## src/hw/swt_pkg.sv

```systemverilog
package swt_pkg;

  // register byte addresses of the watchdog block
  localparam logic [31:0] SWT_RELOAD_ADDR  = 32'hffff0360;
  localparam logic [31:0] SWT_COUNT_ADDR   = 32'hffff0364;
  localparam logic [31:0] SWT_CONTROL_ADDR = 32'hffff0368;
  localparam logic [31:0] SWT_CLEAR_ADDR   = 32'hffff036c;

  // register index on the device port (byte address bits 3:2)
  localparam logic [1:0] SWT_IDX_RELOAD  = SWT_RELOAD_ADDR[3:2];
  localparam logic [1:0] SWT_IDX_COUNT   = SWT_COUNT_ADDR[3:2];
  localparam logic [1:0] SWT_IDX_CONTROL = SWT_CONTROL_ADDR[3:2];
  localparam logic [1:0] SWT_IDX_CLEAR   = SWT_CLEAR_ADDR[3:2];

  // reset values
  localparam logic [15:0] SWT_RELOAD_RST  = 16'h03d7;
  localparam logic [15:0] SWT_COUNT_RST   = 16'h03d7;
  localparam logic [8:0]  SWT_CONTROL_RST = 9'h000;
  localparam logic [7:0]  SWT_CLEAR_RST   = 8'h00;

  // control field positions
  localparam int SWT_CTL_UP       = 8;
  localparam int SWT_CTL_ENABLE   = 7;
  localparam int SWT_CTL_PERIODIC = 6;
  localparam int SWT_CTL_WATCHDOG = 5;
  localparam int SWT_CTL_SECURE   = 4;
  localparam int SWT_CTL_PRE_HI   = 3;
  localparam int SWT_CTL_PRE_LO   = 2;
  localparam int SWT_CTL_IRQ_EN   = 1;
  localparam int SWT_CTL_PD_STOP  = 0;
  localparam logic [15:0] SWT_CTL_WMASK = 16'h01ff;
  localparam logic [1:0]  SWT_PRE_DIV1  = 2'h0;

  // lfsr low taps of x8+x6+x5+x+1
  localparam logic [7:0] SWT_LFSR_TAPS = 8'h63;

  // controller apb map
  localparam logic [7:0] SWT_APB_ACCESS = 8'h00;
  localparam logic [7:0] SWT_APB_RESULT = 8'h04;
  localparam logic [7:0] SWT_APB_STATUS = 8'h08;
  localparam logic [7:0] SWT_APB_SYSCTL = 8'h0c;
  localparam int SWT_ACC_WR_BIT  = 16;
  localparam int SWT_ACC_IDX_LO  = 17;
  localparam int SWT_ST_DONE     = 0;
  localparam int SWT_ST_RST_SEEN = 1;
  localparam int SWT_ST_IRQ      = 2;
  localparam int SWT_ST_ACTIVE   = 3;
  localparam int SWT_SC_PD       = 0;
  localparam int SWT_SC_DBG      = 1;

  // timing
  localparam int SWT_CLK_HZ      = 125_000_000;
  localparam int SWT_LF_HZ       = 32_768;
  localparam int SWT_LF_HALF_CYC = SWT_CLK_HZ / (2 * SWT_LF_HZ);

endpackage

```

## src/hw/swt_if.sv

```systemverilog
`timescale 1ns/1ps
interface swt_if;
  logic        acc_req;
  logic        acc_wr;
  logic [1:0]  acc_idx;
  logic [15:0] acc_wdata;
  logic        acc_ack;
  logic [15:0] acc_rdata;
  logic        lf_clk;
  logic        powerdown;
  logic        debug_halt;
  logic        sys_rst;
  logic        wd_reset_req;
  logic        wd_irq;

  modport dev
  (
    input  acc_req, acc_wr, acc_idx, acc_wdata, lf_clk, powerdown, debug_halt, sys_rst,
    output acc_ack, acc_rdata, wd_reset_req, wd_irq
  );
  modport host
  (
    output acc_req, acc_wr, acc_idx, acc_wdata, lf_clk, powerdown, debug_halt, sys_rst,
    input  acc_ack, acc_rdata, wd_reset_req, wd_irq
  );
endinterface

```

## src/hw/swt_device.sv

```systemverilog
// Function
// - sixteen bit reload register, resets 0x03d7
// - read only count register, resets 0x03d7
// - clear write drops interrupt or restarts timeout
// - control bit 8 picks up or down
// - control bit 7 enables counting and events
// - bit 6 periodic reload, else free wrap
// - bit 5 selects watchdog mode
// - bit 4 secure clear, watchdog only
// - prescaler bits 3:2, code 00 divides one
// - bit 1 irq instead of reset
// - bit 0 stops counter in powerdown
// - software writes zero to reserved bits
// - eight bit lfsr gives service values
// - clear write before watchdog seeds lfsr
// - matching service reloads, lfsr steps
// - mismatching service causes immediate reset
// - zero seed forces reset at every secure service
// - lfsr state is never readable
// - watchdog counts down, zero fires event
// - watchdog locks reload and control registers
// - reload on overflow when periodic or in watchdog, and on clear write except a mismatching or zero-seed secure service
// - counter pauses during debug halt
//
// The APB register port was chosen for this implementation.
`timescale 1ns/1ps
module swt_device
  import swt_pkg::*;
(
  // system
  input  wire logic clk,
  input  wire logic rst_b,
  // link to controller
  swt_if.dev        link,
  // user side
  output logic      wd_active
);

  typedef struct packed {
    logic [15:0] reload;
    logic [15:0] count;
    logic [8:0]  ctrl;
    logic [7:0]  lfsr;
    logic        locked;
    logic        irq_pend;
    logic        rst_req;
    logic        lf_s1;
    logic        lf_s2;
    logic        lf_prev;
    logic        ack;
    logic [15:0] rdata;
  } swt_dev_state_type;

  swt_dev_state_type state_reg;
  swt_dev_state_type state_next;

  // lfsr next state
  function automatic logic [7:0] swt_lfsr_step(input logic [7:0] v);
    swt_lfsr_step = {v[6:0], 1'b0} ^ (v[7] ? SWT_LFSR_TAPS : 8'h00);
  endfunction

  logic tick;
  logic run;
  logic wd_mode;
  logic at_limit;
  logic clr_wr;

  // next state
  always_comb
  begin
    state_next = state_reg;
    state_next.lf_s1   = link.lf_clk;
    state_next.lf_s2   = state_reg.lf_s1;
    state_next.lf_prev = state_reg.lf_s2;
    state_next.ack     = 1'b0;
    state_next.rst_req = 1'b0;
    // only divide by one exists; reserved codes behave the same
    tick = state_reg.lf_s2 & ~state_reg.lf_prev;
    wd_mode = state_reg.ctrl[SWT_CTL_WATCHDOG];
    run = state_reg.ctrl[SWT_CTL_ENABLE]
          & ~link.debug_halt
          & ~(state_reg.ctrl[SWT_CTL_PD_STOP] & link.powerdown);
    clr_wr = link.acc_req & link.acc_wr & (link.acc_idx == SWT_IDX_CLEAR);
    if (wd_mode)
      at_limit = (state_reg.count == 16'h0000);
    else if (state_reg.ctrl[SWT_CTL_UP])
      at_limit = (state_reg.count == 16'hffff);
    else
      at_limit = (state_reg.count == 16'h0000);

    // counting
    if (tick && run)
    begin
      if (wd_mode)
      begin
        if (at_limit)
        begin
          state_next.count = state_reg.reload;
          if (state_reg.ctrl[SWT_CTL_IRQ_EN])
            state_next.irq_pend = 1'b1;
          else
            state_next.rst_req = 1'b1;
        end
        else
          state_next.count = state_reg.count - 16'h0001;
      end
      else
      begin
        if (at_limit)
        begin
          state_next.irq_pend = 1'b1;
          if (state_reg.ctrl[SWT_CTL_PERIODIC])
            state_next.count = state_reg.reload;
          else if (state_reg.ctrl[SWT_CTL_UP])
            state_next.count = 16'h0000;
          else
            state_next.count = 16'hffff;
        end
        else if (state_reg.ctrl[SWT_CTL_UP])
          state_next.count = state_reg.count + 16'h0001;
        else
          state_next.count = state_reg.count - 16'h0001;
      end
    end

    // register writes
    if (link.acc_req && link.acc_wr && !state_reg.locked)
    begin
      if (link.acc_idx == SWT_IDX_RELOAD)
        state_next.reload = link.acc_wdata;
      if (link.acc_idx == SWT_IDX_CONTROL)
      begin
        state_next.ctrl = link.acc_wdata[8:0];
        if (link.acc_wdata[SWT_CTL_WATCHDOG])
          state_next.locked = 1'b1;
      end
    end

    // service writes
    if (clr_wr)
    begin
      if (!wd_mode)
      begin
        state_next.lfsr = link.acc_wdata[7:0];
        state_next.count = state_reg.reload;
        // an event in this very cycle wins over the clear
        if (!(tick && run && at_limit))
          state_next.irq_pend = 1'b0;
      end
      else if (state_reg.ctrl[SWT_CTL_SECURE])
      begin
        if (link.acc_wdata[7:0] == state_reg.lfsr && state_reg.lfsr != 8'h00)
        begin
          state_next.count = state_reg.reload;
          state_next.lfsr = swt_lfsr_step(state_reg.lfsr);
        end
        else
          state_next.rst_req = 1'b1;
      end
      else
        state_next.count = state_reg.reload;
    end

    // read answers; lfsr has no read path
    if (link.acc_req)
    begin
      state_next.ack = 1'b1;
      unique case (link.acc_idx)
        SWT_IDX_RELOAD:  state_next.rdata = state_reg.reload;
        SWT_IDX_COUNT:   state_next.rdata = state_reg.count;
        SWT_IDX_CONTROL: state_next.rdata = {7'h00, state_reg.ctrl};
        SWT_IDX_CLEAR:   state_next.rdata = 16'h0000;
      endcase
    end

    // a non power-on reset only touches an unlocked block
    if (link.sys_rst && !state_reg.locked)
    begin
      state_next.reload   = SWT_RELOAD_RST;
      state_next.count    = SWT_COUNT_RST;
      state_next.ctrl     = SWT_CONTROL_RST;
      state_next.irq_pend = 1'b0;
    end
  end

  // state register, rst_b is the power-on reset
  always_ff @(posedge clk or negedge rst_b)
  begin
    if (!rst_b)
    begin
      state_reg <= '0;
      state_reg.reload <= SWT_RELOAD_RST;
      state_reg.count  <= SWT_COUNT_RST;
      state_reg.ctrl   <= SWT_CONTROL_RST;
      state_reg.lfsr   <= SWT_CLEAR_RST;
    end
    else
      state_reg <= state_next;
  end

  // outputs
  assign link.acc_ack      = state_reg.ack;
  assign link.acc_rdata    = state_reg.rdata;
  assign link.wd_reset_req = state_reg.rst_req;
  assign link.wd_irq       = state_reg.irq_pend;
  assign wd_active         = state_reg.locked;

endmodule

```

## src/flat_wrapper.sv

```systemverilog
// flat-port wrapper written by rule: the top's interface ports become plain ports
module swt_device_flat import swt_pkg::*;
  (clk, rst_b, wd_active, link_acc_req, link_acc_wr, link_acc_idx, link_acc_wdata, link_lf_clk, link_powerdown, link_debug_halt, link_sys_rst, link_acc_ack, link_acc_rdata, link_wd_reset_req, link_wd_irq);
  swt_if link_i ();
  input  wire logic clk;
  input  wire logic rst_b;
  output logic wd_active;
  input wire logic [$bits(link_i.acc_req)-1:0] link_acc_req;
  input wire logic [$bits(link_i.acc_wr)-1:0] link_acc_wr;
  input wire logic [$bits(link_i.acc_idx)-1:0] link_acc_idx;
  input wire logic [$bits(link_i.acc_wdata)-1:0] link_acc_wdata;
  input wire logic [$bits(link_i.lf_clk)-1:0] link_lf_clk;
  input wire logic [$bits(link_i.powerdown)-1:0] link_powerdown;
  input wire logic [$bits(link_i.debug_halt)-1:0] link_debug_halt;
  input wire logic [$bits(link_i.sys_rst)-1:0] link_sys_rst;
  output wire logic [$bits(link_i.acc_ack)-1:0] link_acc_ack;
  output wire logic [$bits(link_i.acc_rdata)-1:0] link_acc_rdata;
  output wire logic [$bits(link_i.wd_reset_req)-1:0] link_wd_reset_req;
  output wire logic [$bits(link_i.wd_irq)-1:0] link_wd_irq;
  assign link_i.acc_req = link_acc_req;
  assign link_i.acc_wr = link_acc_wr;
  assign link_i.acc_idx = link_acc_idx;
  assign link_i.acc_wdata = link_acc_wdata;
  assign link_i.lf_clk = link_lf_clk;
  assign link_i.powerdown = link_powerdown;
  assign link_i.debug_halt = link_debug_halt;
  assign link_i.sys_rst = link_sys_rst;
  assign link_acc_ack = link_i.acc_ack;
  assign link_acc_rdata = link_i.acc_rdata;
  assign link_wd_reset_req = link_i.wd_reset_req;
  assign link_wd_irq = link_i.wd_irq;
  swt_device u_core (.clk(clk), .rst_b(rst_b), .link(link_i), .wd_active(wd_active));
endmodule
```

## config.mk

```make
export PLATFORM = sky130hd
export DESIGN_NAME = swt_device_flat
export DESIGN_NICKNAME = d
export VERILOG_FILES = /design/src/hw/swt_pkg.sv /design/src/hw/swt_if.sv /design/src/hw/swt_device.sv /design/src/flat_wrapper.sv
export SDC_FILE = /design/constraint.sdc
export NUM_CORES = 1
export LEC_CHECK = 0
export ABC_AREA = 1
export BUFFER_PORTS_ARGS = -buffer_cell sky130_fd_sc_hd__buf_4
export CAP_MARGIN = 30
export CELL_PAD_IN_SITES_DETAIL_PLACEMENT = 1
export CELL_PAD_IN_SITES_GLOBAL_PLACEMENT = 1
export CORE_MARGIN = 5
export CORE_UTILIZATION = 30
export CTS_CLUSTER_DIAMETER = 200
export DETAILED_ROUTE_END_ITERATION = 10
export PLACE_DENSITY = 0.62
export SKIP_LAST_GASP = 1
export SYNTH_ARGS = -nofsm -noshare
export SYNTH_HDL_FRONTEND = slang
export SYNTH_SLANG_ARGS = --single-unit
```

## constraint.sdc

```tcl
create_clock -name clk -period 4.55 [get_ports clk]
set_input_delay 0.6825 -clock clk [delete_from_list [all_inputs] [get_ports clk]]
set_output_delay 0.6825 -clock clk [all_outputs]
set_load 0.005 [all_outputs]
```

==> flow_summary.yaml, run 1 <==
worst_setup_path:
  worst_setup_path_end_kind: "flip-flop"
  ff2ff_setup_slack_ns: 1.80
  cpPeakStageDelay_ns: 0.76
  critPathMaxFanout: 21
  cp_data_required_time_ns: 4.77
  crit_chain: "inv_2, nand2_4, inv_2, nor2_1, nand3_2, nand2_4, inv_1, nand3_1, nand3_1, nand2_1, a21oi_1"
  cp-start-kind: "flip-flop"
  reg2regPathDepth: 11
  cp.arrival_ns: 2.97
  r2r-start: "u_core.state_reg[36]"
  crit_slowest_cell: "dfrtp_1"
  r2r_end: "u_core.state_reg[50]"
  worstSetupPathType: "reg2reg"
drt:
  vias: 4683
  routed.top_layer: "met4"
  met2_wirelength_mm: 7.507
  dr_wl_met3_um: 520
  vias_per_cell: 4.899
  drc_errors: 0
  first_iter_violations: 265
  postRouteAntennaNets: 0
  drt-met1-wl_mm: 8.312
  wl_per_cell_um: 17.34
  firstDrtPassIters: 4
  drt-total-wl_mm: 16.58
grt:
  grt_pass1_vias: 4767
  grt_use_total_pct: 18.56
  grt_overflow: 0
  grt_pass1_wl_mm: 26.77
  grt_max_degree: 73
  antenna_found_initial: 0
synth:
  syn-mean-instance-area_um2: 6.694
  synthCells: 714
  synth_area_leaders: "dfrtp_1 29%, nand2_1 18%, dfstp_2 8.8%"
  synth_warnings: 0
  netlist.area_leader.share_pct: 29.32
  synthesis.area_um2: 4780
  synth_fp_nets: 743
  synth-seq-cells: 72
  synth_area_leader_cell: "dfrtp_1"
  ys_types: 34
  yosysSeqAreaShare_pct: 38.12
placed_design:
  hpwl_mm: 12.79
  dpl.cell_count: 939
  io_buffers: 45
  place_ws_ns: 1.448
  place_congestion: 0.8600
sta:
  fin_crit_sh_pct: 60.53
  tightest_slew_ns: 0.9812
  setup_viol: 0
  rsz0062_at_grt: "false"
  final.setup.tns_ns: 0
  setup_ws_ns: 1.796
  slew_headroom_pct: 34.23
  period_needed_ns: 2.754
  slew_violations: 0
  max_freq_ghz: 0.3631
  fin_skew_ns: 0.009113
  final_hold_viol_count: 0
clock_network:
  cts.hold.buffers_added: 0
  cts_tree: "yes"
  h-tree-depth: 3
  clock_latency_ns: 0.34
  cts_root_buffer: "clkbuf_16"
  cts_buffer_depth: 2
  postCtsSetupBuffers: 0
  cts_inserted_buffers: 9
  clkSinkCount: 72
  ctsResizeCount: 0
  clk_pin_slew_ns: 0.06
pwr:
  power_density_nw_per_um2: 352.0
  vdd_drop_max_uv: 203.7
  leakagePower_nw: 2.665
  power.total_mw: 1.937
finish:
  layout_commonest_cell: "nand2_1"
  n_antenna_cell: 0
  largest_reg_flops: 50
  drive_gt1_share_pct: 14.59
  layout_common_cells: "227 x nand2_1, 83 x inv_1, 62 x nand3_1, 56 x o21ai_0, 56 x dfrtp_1"
  synthToLayoutAreaGrowth_pct: 15.16
  final_cells: 956
  fillers: 2047
  fin_nets: 764
floorplan:
  die_h_um: 136.2
  die-width_um: 136.2
  core-area_um2: 15770
  start_util_pct: 30.31
  num_rows: 46
  die_area_um2: 18560
  io_pins: 46
hold_path:
  min_path_type: "in2async"
outcome:
  outcome: "complete, no violations"
job:
  maxCapViolCount: 0
worst max-delay path: cells and delay by family (launching register included):
family                 cells  cell delay (ns)
and+or+nand+nor            7             1.17
buffers and inverters      3             0.61
AOI/OAI and AO/OA          1             0.07
DFF                        1             0.76
power by group:
group	internal, mW	switching [mW]
registers	0.727	0.0850
clock network	0.438	0.277
logic	0.141	0.268
through the flow:
| step | util, % | hold slack, ns | cell area, µm² |
|---|---|---|---|
| after CTS | 34.73 | 0.3565 | 5477 |
| after global routing | 34.90 | 0.2259 | 5504 |
| after global placement | 32.82 | 0.3446 | 5176 |
| after floorplan | - | 0.3312 | 4780 |
| after detailed placement | 32.82 | 0.3443 | 5176 |
| final | 34.90 | 0.2116 | 5504 |
cells by family after synthesis:
family / synth area share, %
buffers and inverters: 12.20
AND/OR/NAND/NOR: 31.83
XOR/XNOR: 1.283
adder cells (fa/ha/maj): 0.7854
flip-flops: 38.12
AO/OA/AOI/OAI: 15.79
how the worst max path moves through the flow:
stage / start / slack, ns / depth (start not counted) / endpoint
2_1_floorplan: link_acc_req / 2.70 / 8 / u_core.state_reg[23]
3_3_place_gp: link_acc_idx[0] / 1.47 / 8 / u_core.state_reg[57]
3_5_place_dp: link_acc_idx[0] / 1.45 / 8 / u_core.state_reg[58]
4_1_cts: u_core.state_reg[36] / 1.76 / 11 / u_core.state_reg[50]
5_1_grt: link_acc_idx[0] / 1.55 / 8 / u_core.state_reg[58]
6_report: u_core.state_reg[36] / 1.80 / 11 / u_core.state_reg[50]
final cells by class:
| cell class | count | area [µm²] | area share [%] |
|---|---|---|---|
| timing repair buffer | 47 | 372.9 | 6.774 |
| clock inverter | 5 | 57.56 | 1.046 |
| tap | 216 | 270.3 | 4.910 |
| clock buffer | 11 | 242.7 | 4.410 |
| sequential | 72 | 1822 | 33.10 |
| multi-input combinational | 508 | 2375 | 43.15 |
| inverter | 97 | 364.1 | 6.615 |
synthesized netlist by cell type:
cell type  count
a21boi_0       4
a21boi_1       2
a21oi_1       20
a21oi_2        5
a22oi_1        4
buf_1          1
buf_2         10
buf_4         16
buf_6          1
clkbuf_1       9
clkinv_1       3
dfrtp_1       56
dfstp_2       16
ha_1           3
inv_1         83
inv_2         11
nand2_1      227
nand2_2        3
nand2_4        2
nand3_1       62
nand3_2        1
nand4_1        2
nor2_1        53
nor2_2         6
nor3_1         4
nor3_2         2
nor4_1         3
o211ai_1       4
o21ai_0       56
o21ai_1       11
o21bai_1       1
o22ai_1       26
xnor2_1        1
xor2_1         6
metal layers:
layer | GRT usage, % | vias up
met2 | 28.37 | 76
met3 | 1.850 | 18
met5 | 0 | -
met1 | 27.59 | 2263
met4 | 5.655 | 0
li1 | - | 2326
Power figures use the tool's default switching activity.
==> run 2: changes to the inputs <==
==> constraint.sdc (replaced) <==
create_clock -name clk -period 2.7 [get_ports clk]
set_input_delay 0.405 -clock clk [delete_from_list [all_inputs] [get_ports clk]]
set_output_delay 0.405 -clock clk [all_outputs]
set_load 0.005 [all_outputs]
==> run 2 against run 1 <==
Effect of this change: first-iteration DRC count grew 1.9%; sequential power increased by 69%; worst hold slack got worse by 0.035 ns; largest cell class unchanged; via count rose by 1.9%; final area is 2.0% higher; sequential share of layout area decreased by 0.63 points; largest power group unchanged; critical path depth unchanged; clock skew fell by 0.0050 ns; combinational power grew 72%.
==> flow_summary.yaml, run 2 (synthesized netlist as in run 1, its figures left out) <==
clock_network:
  cts_tree: "yes"
  clock_latency_ns: 0.33
  cts.hold.buffers_added: 0
  clkSinkCount: 72
  h-tree-depth: 3
  cts_root_buffer: "clkbuf_16"
  cts_buffer_depth: 2
  postCtsSetupBuffers: 0
  cts_inserted_buffers: 9
  ctsResizeCount: 0
  clk_pin_slew_ns: 0.06
placed_design:
  io_buffers: 45
  dpl.cell_count: 950
  hpwl_mm: 13.14
  place_congestion: 0.9550
sta:
  slew_headroom_pct: 57.44
  fin_crit_sh_pct: 79.10
  tightest_slew_ns: 0.6369
  final_hold_viol_count: 0
  slew_violations: 0
  setup_viol: 0
  final.setup.tns_ns: 0
  fin_skew_ns: 0.004120
  period_needed_ns: 2.136
  rsz0062_at_grt: "false"
  max_freq_ghz: 0.4682
pwr:
  power_density_nw_per_um2: 598.3
  vdd_drop_max_uv: 288.6
  leakagePower_nw: 2.738
  power.total_mw: 3.357
outcome:
  outcome: "complete, no violations"
finish:
  layout_commonest_cell: "nand2_1"
  largest_reg_flops: 50
  drive_gt1_share_pct: 15.56
  final_cells: 968
  synthToLayoutAreaGrowth_pct: 17.41
  n_antenna_cell: 0
  fin_nets: 776
  layout_common_cells: "227 x nand2_1, 83 x inv_1, 62 x nand3_1, 57 x buf_4"
  fillers: 2048
worst_setup_path:
  cp.buffers_inverters: 0
  cpPeakStageDelay_ns: 0.58
  path_delay_family: "simple AND/OR/NAND/NOR gates"
  crit_slowest_cell: "dfstp_2"
  cp_data_required_time_ns: 2.96
  cp.arrival_ns: 2.40
  cp-start-kind: "flip-flop"
  critPathMaxFanout: 7
  worst_setup_path_end_kind: "flip-flop"
  worstSetupPathType: "reg2reg"
  cp_common_cell: "nand2_1"
  crit_chain: "ha_1, nand2_1, nor2_2, nand2_2, o21ai_0, nand2_1, nand2_1, nand3_1, nand2_1, nand2_1, a21oi_2"
floorplan:
  num_rows: 46
  die_area_um2: 18560
  io_pins: 46
  core-area_um2: 15770
  die-width_um: 136.2
  start_util_pct: 30.31
  die_h_um: 136.2
grt:
  antenna_found_initial: 0
  grt_pass1_wl_mm: 27.13
  grt_overflow: 0
  grt_pass1_vias: 4894
  grt_use_total_pct: 18.67
  grt_max_degree: 73
drt:
  drc_errors: 0
  first_iter_violations: 270
  firstDrtPassIters: 4
  vias_per_cell: 4.929
  wl_per_cell_um: 17.29
  postRouteAntennaNets: 0
  drt-total-wl_mm: 16.74
  vias: 4771
job:
  maxCapViolCount: 0
hold_path:
  min_path_type: "in2reg"
run 2: cell types whose count changed in the layout (fill, tap and decap cells not counted), sizes merged:
cell | before | now
buf | 47 | 58
clkinvlp | 3 | 0
clkbuf | 11 | 13
bufinv | 1 | 2
dlygate4sd3 | 0 | 1
run 2: path summary, 6_finish.rpt:
check	endpoint	start	slack [ns]	cells past startpoint
worst max-delay path	u_core.state_reg[52]	u_core.state_reg[40]	0.56	11
worst min-delay path	u_core.state_next[18]	link_lf_clk	0.18	1
worst max register to register	u_core.state_reg[52]	u_core.state_reg[40]	0.56	11
worst min register to register	u_core.state_next[17]	u_core.state_next[18]	0.35	0
max in group asynchronous	u_core.state_reg[65]	rst_b	1.69	3
min in group asynchronous	u_core.state_reg[26]	rst_b	0.41	2
run 2: power by group:
group,leakage [nW],switching [mW],total [mW],internal (mW)
clock network,0.154,0.451,1.29,0.834
registers,0.912,0.141,1.37,1.23
logic,1.67,0.458,0.705,0.246
total,2.74,1.05,3.36,2.31
run 2: layout make-up:
cell class                 count  area [µm²]  share of cell area (%)
multi-input combinational    508        2375                   42.32
inverter                      97       364.1                   6.488
sequential                    72        1822                   32.46
clock inverter                 3       65.06                   1.159
clock buffer                  13       250.2                   4.459
tap                          216       270.3                   4.816
timing repair buffer          59       465.4                   8.294
run 2: layer usage:
| metal | wire, µm | vias up | GRT usage (%) |
|---|---|---|---|
| met5 | 0 | - | 0 |
| met4 | 210 | 0 | 4.143 |
| met3 | 592 | 14 | 3.405 |
| met2 | 7610 | 100 | 29.06 |
| met1 | 8326 | 2309 | 27.00 |
| li1 | - | 2348 | - |
run 2: per-stage QoR:
stage | area (µm²) | utilization [%] | setup WS (ns) | hold WS, ns
5_1_grt | 5612 | 35.58 | 0.4181 | 0.1594
6_report | 5612 | 35.58 | 0.5642 | 0.1765
2_1_floorplan | 4780 | - | 0.9248 | 0.1094
4_1_cts | 5574 | 35.35 | 0.5846 | 0.1615
3_5_place_dp | 5259 | 33.35 | 0.6081 | 0.3443
3_3_place_gp | 5259 | 33.35 | 0.7021 | 0.3455
run 2: worst reg2reg max path: cells and delay by family, from the launching register on:
family / cells / cell delay [ns]
and+or+nand+nor: 8 / 0.79
DFF: 1 / 0.58
AOI/OAI and AO/OA: 2 / 0.51
adders and majority gates: 1 / 0.18
